===== src/channel_alarm_defs.vh =====
// Register offsets, field positions and reset values of the channel alarm block
`ifndef CHANNEL_ALARM_DEFS_VH
`define CHANNEL_ALARM_DEFS_VH

// Printed offsets are register indexes; byte address is four times the index
`define IDX_CH_IRQ_EN        8'h04
`define IDX_CH_ALARM_STATE   8'h05
`define IDX_CH_ALARM_CHANGE  8'h06
`define IDX_CH_STRIDE        8'h10
`define IDX_GLOBAL_IRQ       8'h80
`define IDX_GLOBAL_CFG       8'h81
`define IDX_CH_ALARM_LAST    8'h75

`define BIT_TEST_PATTERN     0
`define BIT_SIGNAL_LOSS      1
`define BIT_ALL_ONES         2
`define BIT_VIOLATION        4
`define BIT_FIFO_LIMIT       5
`define BIT_DRIVER_FAIL      6
`define BIT_GLOBAL_IRQ_EN    0
`define BIT_OVERFLOW_MODE    7

`define ALARM_USED_MASK      8'h77
`define ALARM_RESET          8'h00
`define FIFO_NEAR_DISTANCE   3

`endif


===== src/fifo_near_limit_check.v =====
// Jitter FIFO pointer distance check for one channel
`timescale 1ns/1ps
`include "channel_alarm_defs.vh"
module fifo_near_limit_check #(
    parameter PTR_W = 6
) (
    input  wire [PTR_W-1:0] rd_ptr_in,
    input  wire [PTR_W-1:0] wr_ptr_in,
    output wire             near_limit_out
);
    wire [PTR_W-1:0] fwd;
    wire [PTR_W-1:0] bwd;
    assign fwd = wr_ptr_in - rd_ptr_in;
    assign bwd = rd_ptr_in - wr_ptr_in;
    // Modular distance within plus or minus three
    assign near_limit_out = (fwd <= `FIFO_NEAR_DISTANCE) || (bwd <= `FIFO_NEAR_DISTANCE);
endmodule


===== src/alarm_condition_sync.v =====
// Two-stage synchroniser for a bundle of alarm levels
`timescale 1ns/1ps
module alarm_condition_sync #(
    parameter W = 8
) (
    input  wire         sys_clk_in,
    input  wire         rst_n_in,
    input  wire         clk_en_in,
    input  wire [W-1:0] level_in,
    output wire [W-1:0] level_out
);
    reg [W-1:0] stage1_reg;
    reg [W-1:0] stage2_reg;
    always @(posedge sys_clk_in) begin
        if (!rst_n_in) begin
            stage1_reg <= {W{1'b0}};
            stage2_reg <= {W{1'b0}};
        end else if (clk_en_in) begin
            stage1_reg <= level_in;
            stage2_reg <= stage1_reg;
        end
    end
    assign level_out = stage2_reg;
endmodule


===== src/channel_alarm_status.v =====
// Per-channel alarm status, change flags and interrupt logic over APB
//
// Functional notes
// - Bit 6 tracks transmit driver failure
// - Status tracks condition regardless of enables
// - Bit 5 set when pointers within three
// - Bit 4 defaults to line code violations
// - Config bit 7 selects counter overflow
// - Violation mode: code, bipolar, excess zeros
// - Bit 2 tracks all-ones detection
// - Bit 1 tracks receive signal loss
// - Bit 0 tracks test pattern detection
// - Status read-only, zero reset, 7,3 unused
// - Eight copies at 0x05 plus sixteen each
// - Status change sets flag, cleared on read
// - Enable register masks per status bit
//
// Implementation choice: the APB slave port.
`timescale 1ns/1ps
`include "channel_alarm_defs.vh"
module channel_alarm_status #(
    parameter CHANNELS = 8,
    parameter PTR_W    = 6
) (
    input  wire                      sys_clk_in,
    input  wire                      rst_n_in,
    input  wire                      clk_en_in,
    input  wire                      psel_in,
    input  wire                      penable_in,
    input  wire                      pwrite_in,
    input  wire [11:0]               paddr_in,
    input  wire [31:0]               pwdata_in,
    input  wire [3:0]                pstrb_in,
    output wire                      pready_out,
    output reg  [31:0]               prdata_out,
    output wire                      pslverr_out,
    input  wire [CHANNELS-1:0]       driver_fail_in,
    input  wire [CHANNELS*PTR_W-1:0] fifo_rd_ptr_in,
    input  wire [CHANNELS*PTR_W-1:0] fifo_wr_ptr_in,
    input  wire [CHANNELS-1:0]       code_violation_in,
    input  wire [CHANNELS-1:0]       bipolar_violation_in,
    input  wire [CHANNELS-1:0]       excess_zeros_in,
    input  wire [CHANNELS-1:0]       counter_overflow_in,
    input  wire [CHANNELS-1:0]       all_ones_in,
    input  wire [CHANNELS-1:0]       signal_loss_in,
    input  wire [CHANNELS-1:0]       test_pattern_in,
    output wire                      irq_out
);
    wire        access;
    wire        wr_en;
    wire        rd_en;
    wire [9:0]  idx;
    wire [3:0]  ch_sel;
    wire [3:0]  reg_sel;
    wire        ch_region;
    reg  [7:0]  global_irq_reg;
    reg  [7:0]  global_cfg_reg;
    wire        global_irq_enable;
    wire        overflow_mode;
    wire [CHANNELS-1:0] ch_irq;

    // 32-bit word per register; index is the printed offset
    assign access    = psel_in && penable_in && clk_en_in;
    assign wr_en     = access && pwrite_in && pstrb_in[0];
    assign rd_en     = access && !pwrite_in;
    assign idx       = paddr_in[11:2];
    assign ch_sel    = idx[7:4];
    assign reg_sel   = idx[3:0];
    assign ch_region = (idx[9:8] == 2'b00) && (ch_sel < CHANNELS);
    assign pready_out  = 1'b1;
    assign pslverr_out = 1'b0;

    assign global_irq_enable = global_irq_reg[`BIT_GLOBAL_IRQ_EN];
    assign overflow_mode     = global_cfg_reg[`BIT_OVERFLOW_MODE];

    always @(posedge sys_clk_in) begin
        if (!rst_n_in) begin
            global_irq_reg <= 8'h00;
            global_cfg_reg <= 8'h00;
        end else if (wr_en && idx == {2'b00, `IDX_GLOBAL_IRQ}) begin
            global_irq_reg <= pwdata_in[7:0];
        end else if (wr_en && idx == {2'b00, `IDX_GLOBAL_CFG}) begin
            global_cfg_reg <= pwdata_in[7:0];
        end
    end

    wire [CHANNELS*8-1:0] state_bus;
    wire [CHANNELS*8-1:0] change_bus;
    wire [CHANNELS*8-1:0] enable_bus;

    genvar c;
    generate
        for (c = 0; c < CHANNELS; c = c + 1) begin : g_ch
            wire       near_limit;
            wire       violation_raw;
            wire [7:0] raw;
            wire [7:0] live;
            wire [7:0] changed;
            wire       sel;
            wire       rd_change;
            reg  [7:0] prev_reg;
            reg  [7:0] change_reg;
            reg  [7:0] enable_reg;

            fifo_near_limit_check #(
                .PTR_W (PTR_W)
            ) u_near (
                .rd_ptr_in      (fifo_rd_ptr_in[c*PTR_W +: PTR_W]),
                .wr_ptr_in      (fifo_wr_ptr_in[c*PTR_W +: PTR_W]),
                .near_limit_out (near_limit)
            );

            // Overflow mode swaps the violation source
            assign violation_raw = overflow_mode ? counter_overflow_in[c] :
                (code_violation_in[c] | bipolar_violation_in[c] | excess_zeros_in[c]);

            assign raw[7] = 1'b0;
            assign raw[6] = driver_fail_in[c];
            assign raw[5] = near_limit;
            assign raw[4] = violation_raw;
            assign raw[3] = 1'b0;
            assign raw[2] = all_ones_in[c];
            assign raw[1] = signal_loss_in[c];
            assign raw[0] = test_pattern_in[c];

            alarm_condition_sync #(
                .W (8)
            ) u_sync (
                .sys_clk_in (sys_clk_in),
                .rst_n_in   (rst_n_in),
                .clk_en_in  (clk_en_in),
                .level_in   (raw),
                .level_out  (live)
            );

            assign sel       = ch_region && (ch_sel == c);
            assign rd_change = rd_en && sel && ({4'h0, reg_sel} == `IDX_CH_ALARM_CHANGE);
            assign changed   = (live ^ prev_reg) & `ALARM_USED_MASK;

            always @(posedge sys_clk_in) begin
                if (!rst_n_in) begin
                    prev_reg   <= `ALARM_RESET;
                    change_reg <= 8'h00;
                    enable_reg <= 8'h00;
                end else if (clk_en_in) begin
                    prev_reg <= live;
                    // Clear only the flags that the read returned; new changes win
                    if (rd_change)
                        change_reg <= (change_reg & ~prdata_out[7:0]) | changed;
                    else
                        change_reg <= change_reg | changed;
                    if (wr_en && sel && {4'h0, reg_sel} == `IDX_CH_IRQ_EN)
                        enable_reg <= pwdata_in[7:0] & `ALARM_USED_MASK;
                end
            end

            // Status keeps tracking whatever the enables are
            assign state_bus[c*8 +: 8]  = live & `ALARM_USED_MASK;
            assign change_bus[c*8 +: 8] = change_reg;
            assign enable_bus[c*8 +: 8] = enable_reg;
            assign ch_irq[c] = |(change_reg & enable_reg);
        end
    endgenerate

    assign irq_out = global_irq_enable && (|ch_irq);

    // Read data registered; status register is read-only
    reg [7:0] rd_byte;
    always @* begin
        rd_byte = 8'h00;
        if (ch_region) begin
            case ({4'h0, reg_sel})
                `IDX_CH_IRQ_EN:       rd_byte = enable_bus[ch_sel*8 +: 8];
                `IDX_CH_ALARM_STATE:  rd_byte = state_bus[ch_sel*8 +: 8];
                `IDX_CH_ALARM_CHANGE: rd_byte = change_bus[ch_sel*8 +: 8];
                default:              rd_byte = 8'h00;
            endcase
        end else if (idx == {2'b00, `IDX_GLOBAL_IRQ}) begin
            rd_byte = global_irq_reg;
        end else if (idx == {2'b00, `IDX_GLOBAL_CFG}) begin
            rd_byte = global_cfg_reg;
        end
    end

    always @(posedge sys_clk_in) begin
        if (!rst_n_in)
            prdata_out <= 32'h00000000;
        else if (clk_en_in && psel_in && !penable_in && !pwrite_in)
            prdata_out <= {24'h000000, rd_byte};
    end
endmodule


===== config.mk =====
export PLATFORM = sky130hd
export DESIGN_NAME = channel_alarm_status
export DESIGN_NICKNAME = d
export VERILOG_FILES = /design/src/fifo_near_limit_check.v /design/src/alarm_condition_sync.v /design/src/channel_alarm_status.v
export VERILOG_INCLUDE_DIRS = /design/src /design/src/src
export SDC_FILE = /design/constraint.sdc
export NUM_CORES = 1
export LEC_CHECK = 0
export BUFFER_PORTS_ARGS = -buffer_cell sky130_fd_sc_hd__buf_2
export CORE_ASPECT_RATIO = 1.1
export CORE_MARGIN = 2
export CORE_UTILIZATION = 35
export DETAILED_ROUTE_END_ITERATION = 8
export GPL_TIMING_DRIVEN = 1
export SETUP_SLACK_MARGIN = 0.05
export SYNTH_ARGS = -nofsm -noshare
export SYNTH_HDL_FRONTEND = slang
export SYNTH_SLANG_ARGS = --single-unit

===== constraint.sdc =====
create_clock -name sys_clk_in -period 1.8 [get_ports sys_clk_in]
set_input_delay 0.09 -clock sys_clk_in [delete_from_list [all_inputs] [get_ports sys_clk_in]]
set_output_delay 0.09 -clock sys_clk_in [all_outputs]
set_load 0.02 [all_outputs]

==> results of run 1 <==
## worst max-delay path by stage
stage	end
after floorplan	g_ch[6].u_sync.stage1_reg[5]
after global placement	g_ch[6].u_sync.stage1_reg[5]
after CTS	irq_out
after detailed placement	g_ch[6].u_sync.stage1_reg[5]
final	irq_out
after global routing	irq_out
## power breakdown
| part | internal (mW) | total (mW) | switching, mW |
|---|---|---|---|
| registers | 6.38 | 6.58 | 0.197 |
| logic | 1.14 | 2.36 | 1.22 |
| clock network | 4.37 | 7.05 | 2.67 |
## routing by layer
layer | wire length [microns] | part of all wire [%]
met1 | 21550 | 45
met2 | 22020 | 46
met3 | 2845 | 6.0
met4 | 1044 | 2.2
met5 | 0 | 0
## stage by stage
step | worst slack (ns) | utilization [%] | instance area [sq um] | hold slack [ns] | setup TNS (ns)
final | -0.3244 | 44.24 | 20540 | 0.01309 | -0.3244
after global routing | -0.3557 | 44.24 | 20540 | 0.03177 | -0.3557
after CTS | -0.3389 | 44.07 | 20460 | 0.001379 | -0.3389
after detailed placement | -0.3070 | 40.43 | 18770 | 0.3586 | -6.015
after global placement | -0.2783 | 40.43 | 18770 | 0.3458 | -4.433
after floorplan | -0.02633 | - | 16500 | 0.2364 | -0.02633
## critical path, delay by kind of cell, from the launching register on
kind	cells	cell delay, ns
AO/OA/AOI/OAI	3	0.88
buffers and inverters	1	0.15
AND/OR/NAND/NOR	1	0.14
flip-flops	1	0.35
## logic make-up (layout without fill, tap and decap cells)
logic type | count (synthesis) | after routing
XOR/XNOR | 67 | 67
AND/OR/NAND/NOR | 556 | 556
AO/OA/AOI/OAI | 368 | 368
multiplexers | 199 | 199
other | 2 | 26
flip-flops | 280 | 280
adder cells (fa/ha/maj) | 96 | 96
buffers and inverters | 233 | 543
## layout by cell type (no fill, tap or decap), types with 14 or more instances in the layout
master	netlist	routed
a21boi_0	22	22
a21oi_1	69	69
a221oi_1	55	50
a22o_1	18	17
a22oi_1	48	48
buf_2	15	190
buf_4	29	128
clkbuf_16	0	35
conb_1	2	26
dfxtp_1	280	267
dlygate4sd3_1	0	47
fa_1	16	15
ha_1	80	79
inv_1	103	101
mux2i_1	181	181
mux4_2	14	14
nand2_1	146	146
nand2b_1	14	14
nand3_1	23	23
nor2_1	43	43
nor2b_1	239	238
nor3_1	33	33
o21ai_0	59	59
xor2_1	58	58
## final cells by class
class | count | area (sq um)
multi-input cells | 1312 | 9976
repair buffers | 379 | 2640
well taps | 595 | 744.5
clock inverters | 9 | 126.4
flip-flops and latches | 280 | 5622
clock buffers | 52 | 1030
inverters | 103 | 399.1
fillers | 4485 | 25880
## timing repair
action | in CTS | in global routing
endpoints found under the setup margin | 3 | 2
hold buffers | 47 | 0
pin swaps | 4 | 8
resized for setup | 12 | 16
buffers inserted | 2 | 3
gates cloned | 0 | 0
hold endpoints to repair | 71 | 0
==> flow_summary.ini, run 1 <==
[outcome]
status = finished with violations
violations = negative setup slack

[critical_path]
reg2reg_to = prdata_out[1]
rrSetupSlack_ns = 0.07
end_kind = output pin
startpoint_type = flop
setup.worst_path.class = reg -> out
r2r_cells = 5
cpMaxStageDelayCell = o31a_1
reg2reg_from = g_ch[4].enable_reg[1]
critical_path_arrival_ns = 2.03
crit_fanout = 3
cp_cell_sequence = a22o_1 > a221oi_1 > nand4_1 > o31a_1 > buf_6
critPathMaxStageDelay_ns = 0.36
required_ns = 1.71
crit_path_start = g_ch[3].enable_reg[6]

[synthesis]
ys_warn_count = 0
synth_edf_count = 0
synth_flop_cell = dfxtp_1
synth.area.mux_share_pct = 13.26
seq_area_frac_synth_pct = 34.22
synth-xor-area-share_pct = 3.583
synth_compound_gate_area_share_pct = 15.94
syn_area_per_cell_sq_um = 9.095
synth_top_cell_by_area = dfxtp_1
synth_seq_cells = 280
synth_top_cells_by_count = dfxtp_1 (280), nor2b_1 (239), mux2i_1 (181)
synth_fa_ha_area_share_pct = 8.067
async_flop_share_pct = 0
yosys.area.top_type_share_pct = 34.22
yosys.area_share.simple_pct = 18.67
syn_area_sq_um = 16380
ys_types = 79
yosysMostFrequentCell = dfxtp_1
synth_top_family_by_area = simple AND/OR/NAND/NOR gates
synth_cells = 1801
synth_area_leaders = dfxtp_1 (34%), mux2i_1 (11%), nor2b_1 (9.1%), ha_1 (6.1%), nand2_1 (3.3%)

[grt]
grt.met1_usage_pct = 25.93
first_global_vias = 13530
met2_usage_pct = 32.12
grt_pass1_wl_microns = 75400
grt_max_degree = 135
grt.total_usage_pct = 19.27
top_usage_layer = met2
grt-ovfl-total = 0
met3_usage_pct = 2.979
antenna_found_initial = 0

[route]
routed_wirelength_microns = 47460
wl_per_cell_microns = 17.38
vias = 13950
ant_nets = 0
dr.pass1.iters = 5
vias_per_cell = 5.111
drc = 0
dr.first_iter.drc_count = 1230

[clocking]
root_buffer = clkbuf_16
clk_pin_slew_ns = 0.06
cts.sinks = 280
clock_latency_ns = 0.52
numCtsBuffers = 34
htreeDepth = 2
cts_tree = done
clk_path_buf_depth = 3

[min_path]
holdPathEnd = g_ch[4].u_sync.stage1_reg[4]
hold_path_class = in -> reg
hold_path_startpoint = excess_zeros_in[4]
min_path_cells = 5

[sta]
setup_viol = 1
clock_skew_ns = 0.01967
worst_pin_slew_ns = 0.6697
fmax_mhz = 470.7
max-slew-margin-rel_pct = 55.29
setup_slack_ns = -0.3244
rsz0062_at_grt = true
hold_violations = 0
finalCritPeriodShare_pct = 118.0
period_needed_ns = 2.124
finalMaxSlewViolations = 0

[power_and_ir_drop]
p_per_area_nw_per_um2 = 778.5
power_mw = 15.99
leakagePower_nw = 8.781
irDropWorstVdd_uv = 493.4

[cells_and_area]
num_antenna_cells = 0
stdcell_count = 2730
largest_reg_flops = 64
syn2layout_area_growth_pct = 25.38
drive_gt1_share_pct = 21.50
nNetsFinal = 2420

[place]
port_buffers = 193
gp_congestion = 0.9648
dpl.cell_count = 2617
dp_hpwl_microns = 35370

[die]
core_sq_um = 46420
start_util_pct = 35.28
io_pins = 249
die-width_microns = 210.3
die_height_microns = 230.9
die_area_sq_um = 48550
rows = 83

[run]
maxCapViolCount = 0
(Power assumes the default switching activity.)
==> run 2, diff against run 1 <==
Settings changed: RECOVER_POWER set to 25.
==> run 2 against run 1 <==
  * The run still ends with negative setup slack left
  * Via count barely moved
  * Clock-buffer cell count stayed put
  * First-iteration DRC count increased by 5.9%
  * Critical path depth stayed put
  * Non-clock buffer count unchanged
  * Final area shrank 0.26%
  * Maximum frequency fell by 0.45%
  * Clock skew shrank 0.0025 ns
  * Power barely moved
  * Clock power hardly changed
  * Hold slack improved by 0.0015 ns
  * Critical endpoint unchanged
==> flow_summary.ini, run 2 (synthesized netlist as in run 1, its figures left out) <==
[die]
io_pins = 249
rows = 83
core_sq_um = 46420
die_area_sq_um = 48550
start_util_pct = 35.28
die-width_microns = 210.3
die_height_microns = 230.9

[clocking]
clock_latency_ns = 0.52
htreeDepth = 2
cts_tree = done
root_buffer = clkbuf_16
clk_path_buf_depth = 3
cts.sinks = 280
numCtsBuffers = 34
clk_pin_slew_ns = 0.06

[cells_and_area]
drive_gt1_share_pct = 21.41
final_common_cell = dfxtp_1
syn2layout_area_growth_pct = 25.06
fin_util_pct = 44.13
nNetsFinal = 2420
fin_area_sq_um = 20480
final_cell_mix = dfxtp_1 (267), nor2b_1 (238), buf_2 (190), mux2i_1 (181), nand2_1 (146)
fillers = 4493
largest_reg_flops = 64
stdcell_count = 2730
num_antenna_cells = 0

[route]
ant_nets = 0
drc = 0
vias_per_cell = 5.116
dr.first_iter.drc_count = 1303
routed_wirelength_microns = 47520
vias = 13970
wl_per_cell_microns = 17.41
dr.pass1.iters = 5

[sta]
finalMaxSlewViolations = 0
setup_viol = 20
finalCritPeriodShare_pct = 118.6
setup_tns_ns = -1.309
max-slew-margin-rel_pct = 18.30
hold-worst-slack_ns = 0.01456
hold_violations = 0
worst_pin_slew_ns = 1.225
period_needed_ns = 2.134
setup_slack_ns = -0.3341
fmax_mhz = 468.6
clock_skew_ns = 0.01717
rsz0062_at_grt = true

[grt]
grt_pass1_wl_microns = 75400
first_global_vias = 13530
grt_max_degree = 135
antenna_found_initial = 0
grt.total_usage_pct = 19.27
grt-ovfl-total = 0

[critical_path]
end_kind = output pin
required_ns = 1.71
startpoint_type = flop
rrSetupSlack_ns = 0.07
setup.worst_path.class = reg -> out
critical_path_arrival_ns = 2.04
reg2reg_to = prdata_out[1]
crit_fanout = 3
r2r_cells = 5
reg2reg_from = g_ch[4].enable_reg[1]

[power_and_ir_drop]
p_comb_share_pct = 14.8
power_mw = 15.99
netSwitchingFraction_pct = 25.61
clkPwrFrac_pct = 44.1
leakagePower_nw = 8.757
seqPwrFrac_pct = 41.1
internal-power_mw = 11.89
irDropWorstVdd_uv = 494.1
p_per_area_nw_per_um2 = 780.4
p_sw_mw = 4.094

[place]
post-place-ws_ns = -0.3070
port_buffers = 193
dpl.cell_count = 2617
dpl-instance-area_sq_um = 18770
gp_congestion = 0.9648
dp_hpwl_microns = 35370

[outcome]
violations = negative setup slack
status = finished with violations

[min_path]
hold_path_class = in -> reg
min_path_cells = 5
hold_path_startpoint = excess_zeros_in[4]
holdPathEnd = g_ch[4].u_sync.stage1_reg[4]

[run]
maxCapViolCount = 0
-- run 2: worst max path at each step --
stage	from	to	slack [ns]	depth (start not counted)
2_1_floorplan	fifo_rd_ptr_in[36]	g_ch[6].u_sync.stage1_reg[5]	-0.03	9
3_3_place_gp	fifo_rd_ptr_in[36]	g_ch[6].u_sync.stage1_reg[5]	-0.28	10
3_5_place_dp	fifo_rd_ptr_in[36]	g_ch[6].u_sync.stage1_reg[5]	-0.31	10
4_1_cts	g_ch[7].change_reg[6]	irq_out	-0.34	6
5_1_grt	g_ch[3].change_reg[4]	irq_out	-0.36	5
6_report	g_ch[3].enable_reg[6]	irq_out	-0.33	5
-- run 2: layout make-up --
class	instances	area [sq um]	area share, %
Sequential cell	280	5622	27.44
Multi-Input combinational cell	1312	9976	48.70
Inverter	103	399.1	1.949
Tap cell	595	744.5	3.634
Clock inverter	9	126.4	0.6169
Clock buffer	52	1030	5.027
Timing Repair Buffer	379	2586	12.63
-- run 2: power groups by stage --
stage	registers, mW	clock network, mW	logic, mW
finish	6.58	7.05	2.36
CTS	6.57	7.24	2.35
floorplan	6.62	0	1.55
global placement	6.71	0	2.21
global route	6.59	7.46	2.61
detailed placement	6.71	0	2.26
-- run 2: critical path, cell delays in order (launching register included) --
cell and delay (ns):
dfxtp_1 0.34, a22o_1 0.23, a221oi_1 0.29, nand4_1 0.14, o31a_1 0.36, buf_6 0.16
-- run 2: layer usage --
layer | up-vias | GRT usage [%] | share of wire (%)
li1 | 6850 | - | -
met4 | 0 | 5.031 | 2.1
met3 | 75 | 2.979 | 6.4
met5 | - | 0 | 0
met2 | 423 | 32.12 | 47
met1 | 6619 | 25.93 | 45
-- run 2: timing repair --
| item | CTS | global route |
|---|---|---|
| pin swaps | 4 | 8 |
| resized for setup | 12 | 16 |
| buffers inserted | 2 | 3 |
| hold buffers | 47 | 0 |
| endpoints found under the setup margin | 3 | 2 |
| endpoints found under the hold margin | 71 | 0 |
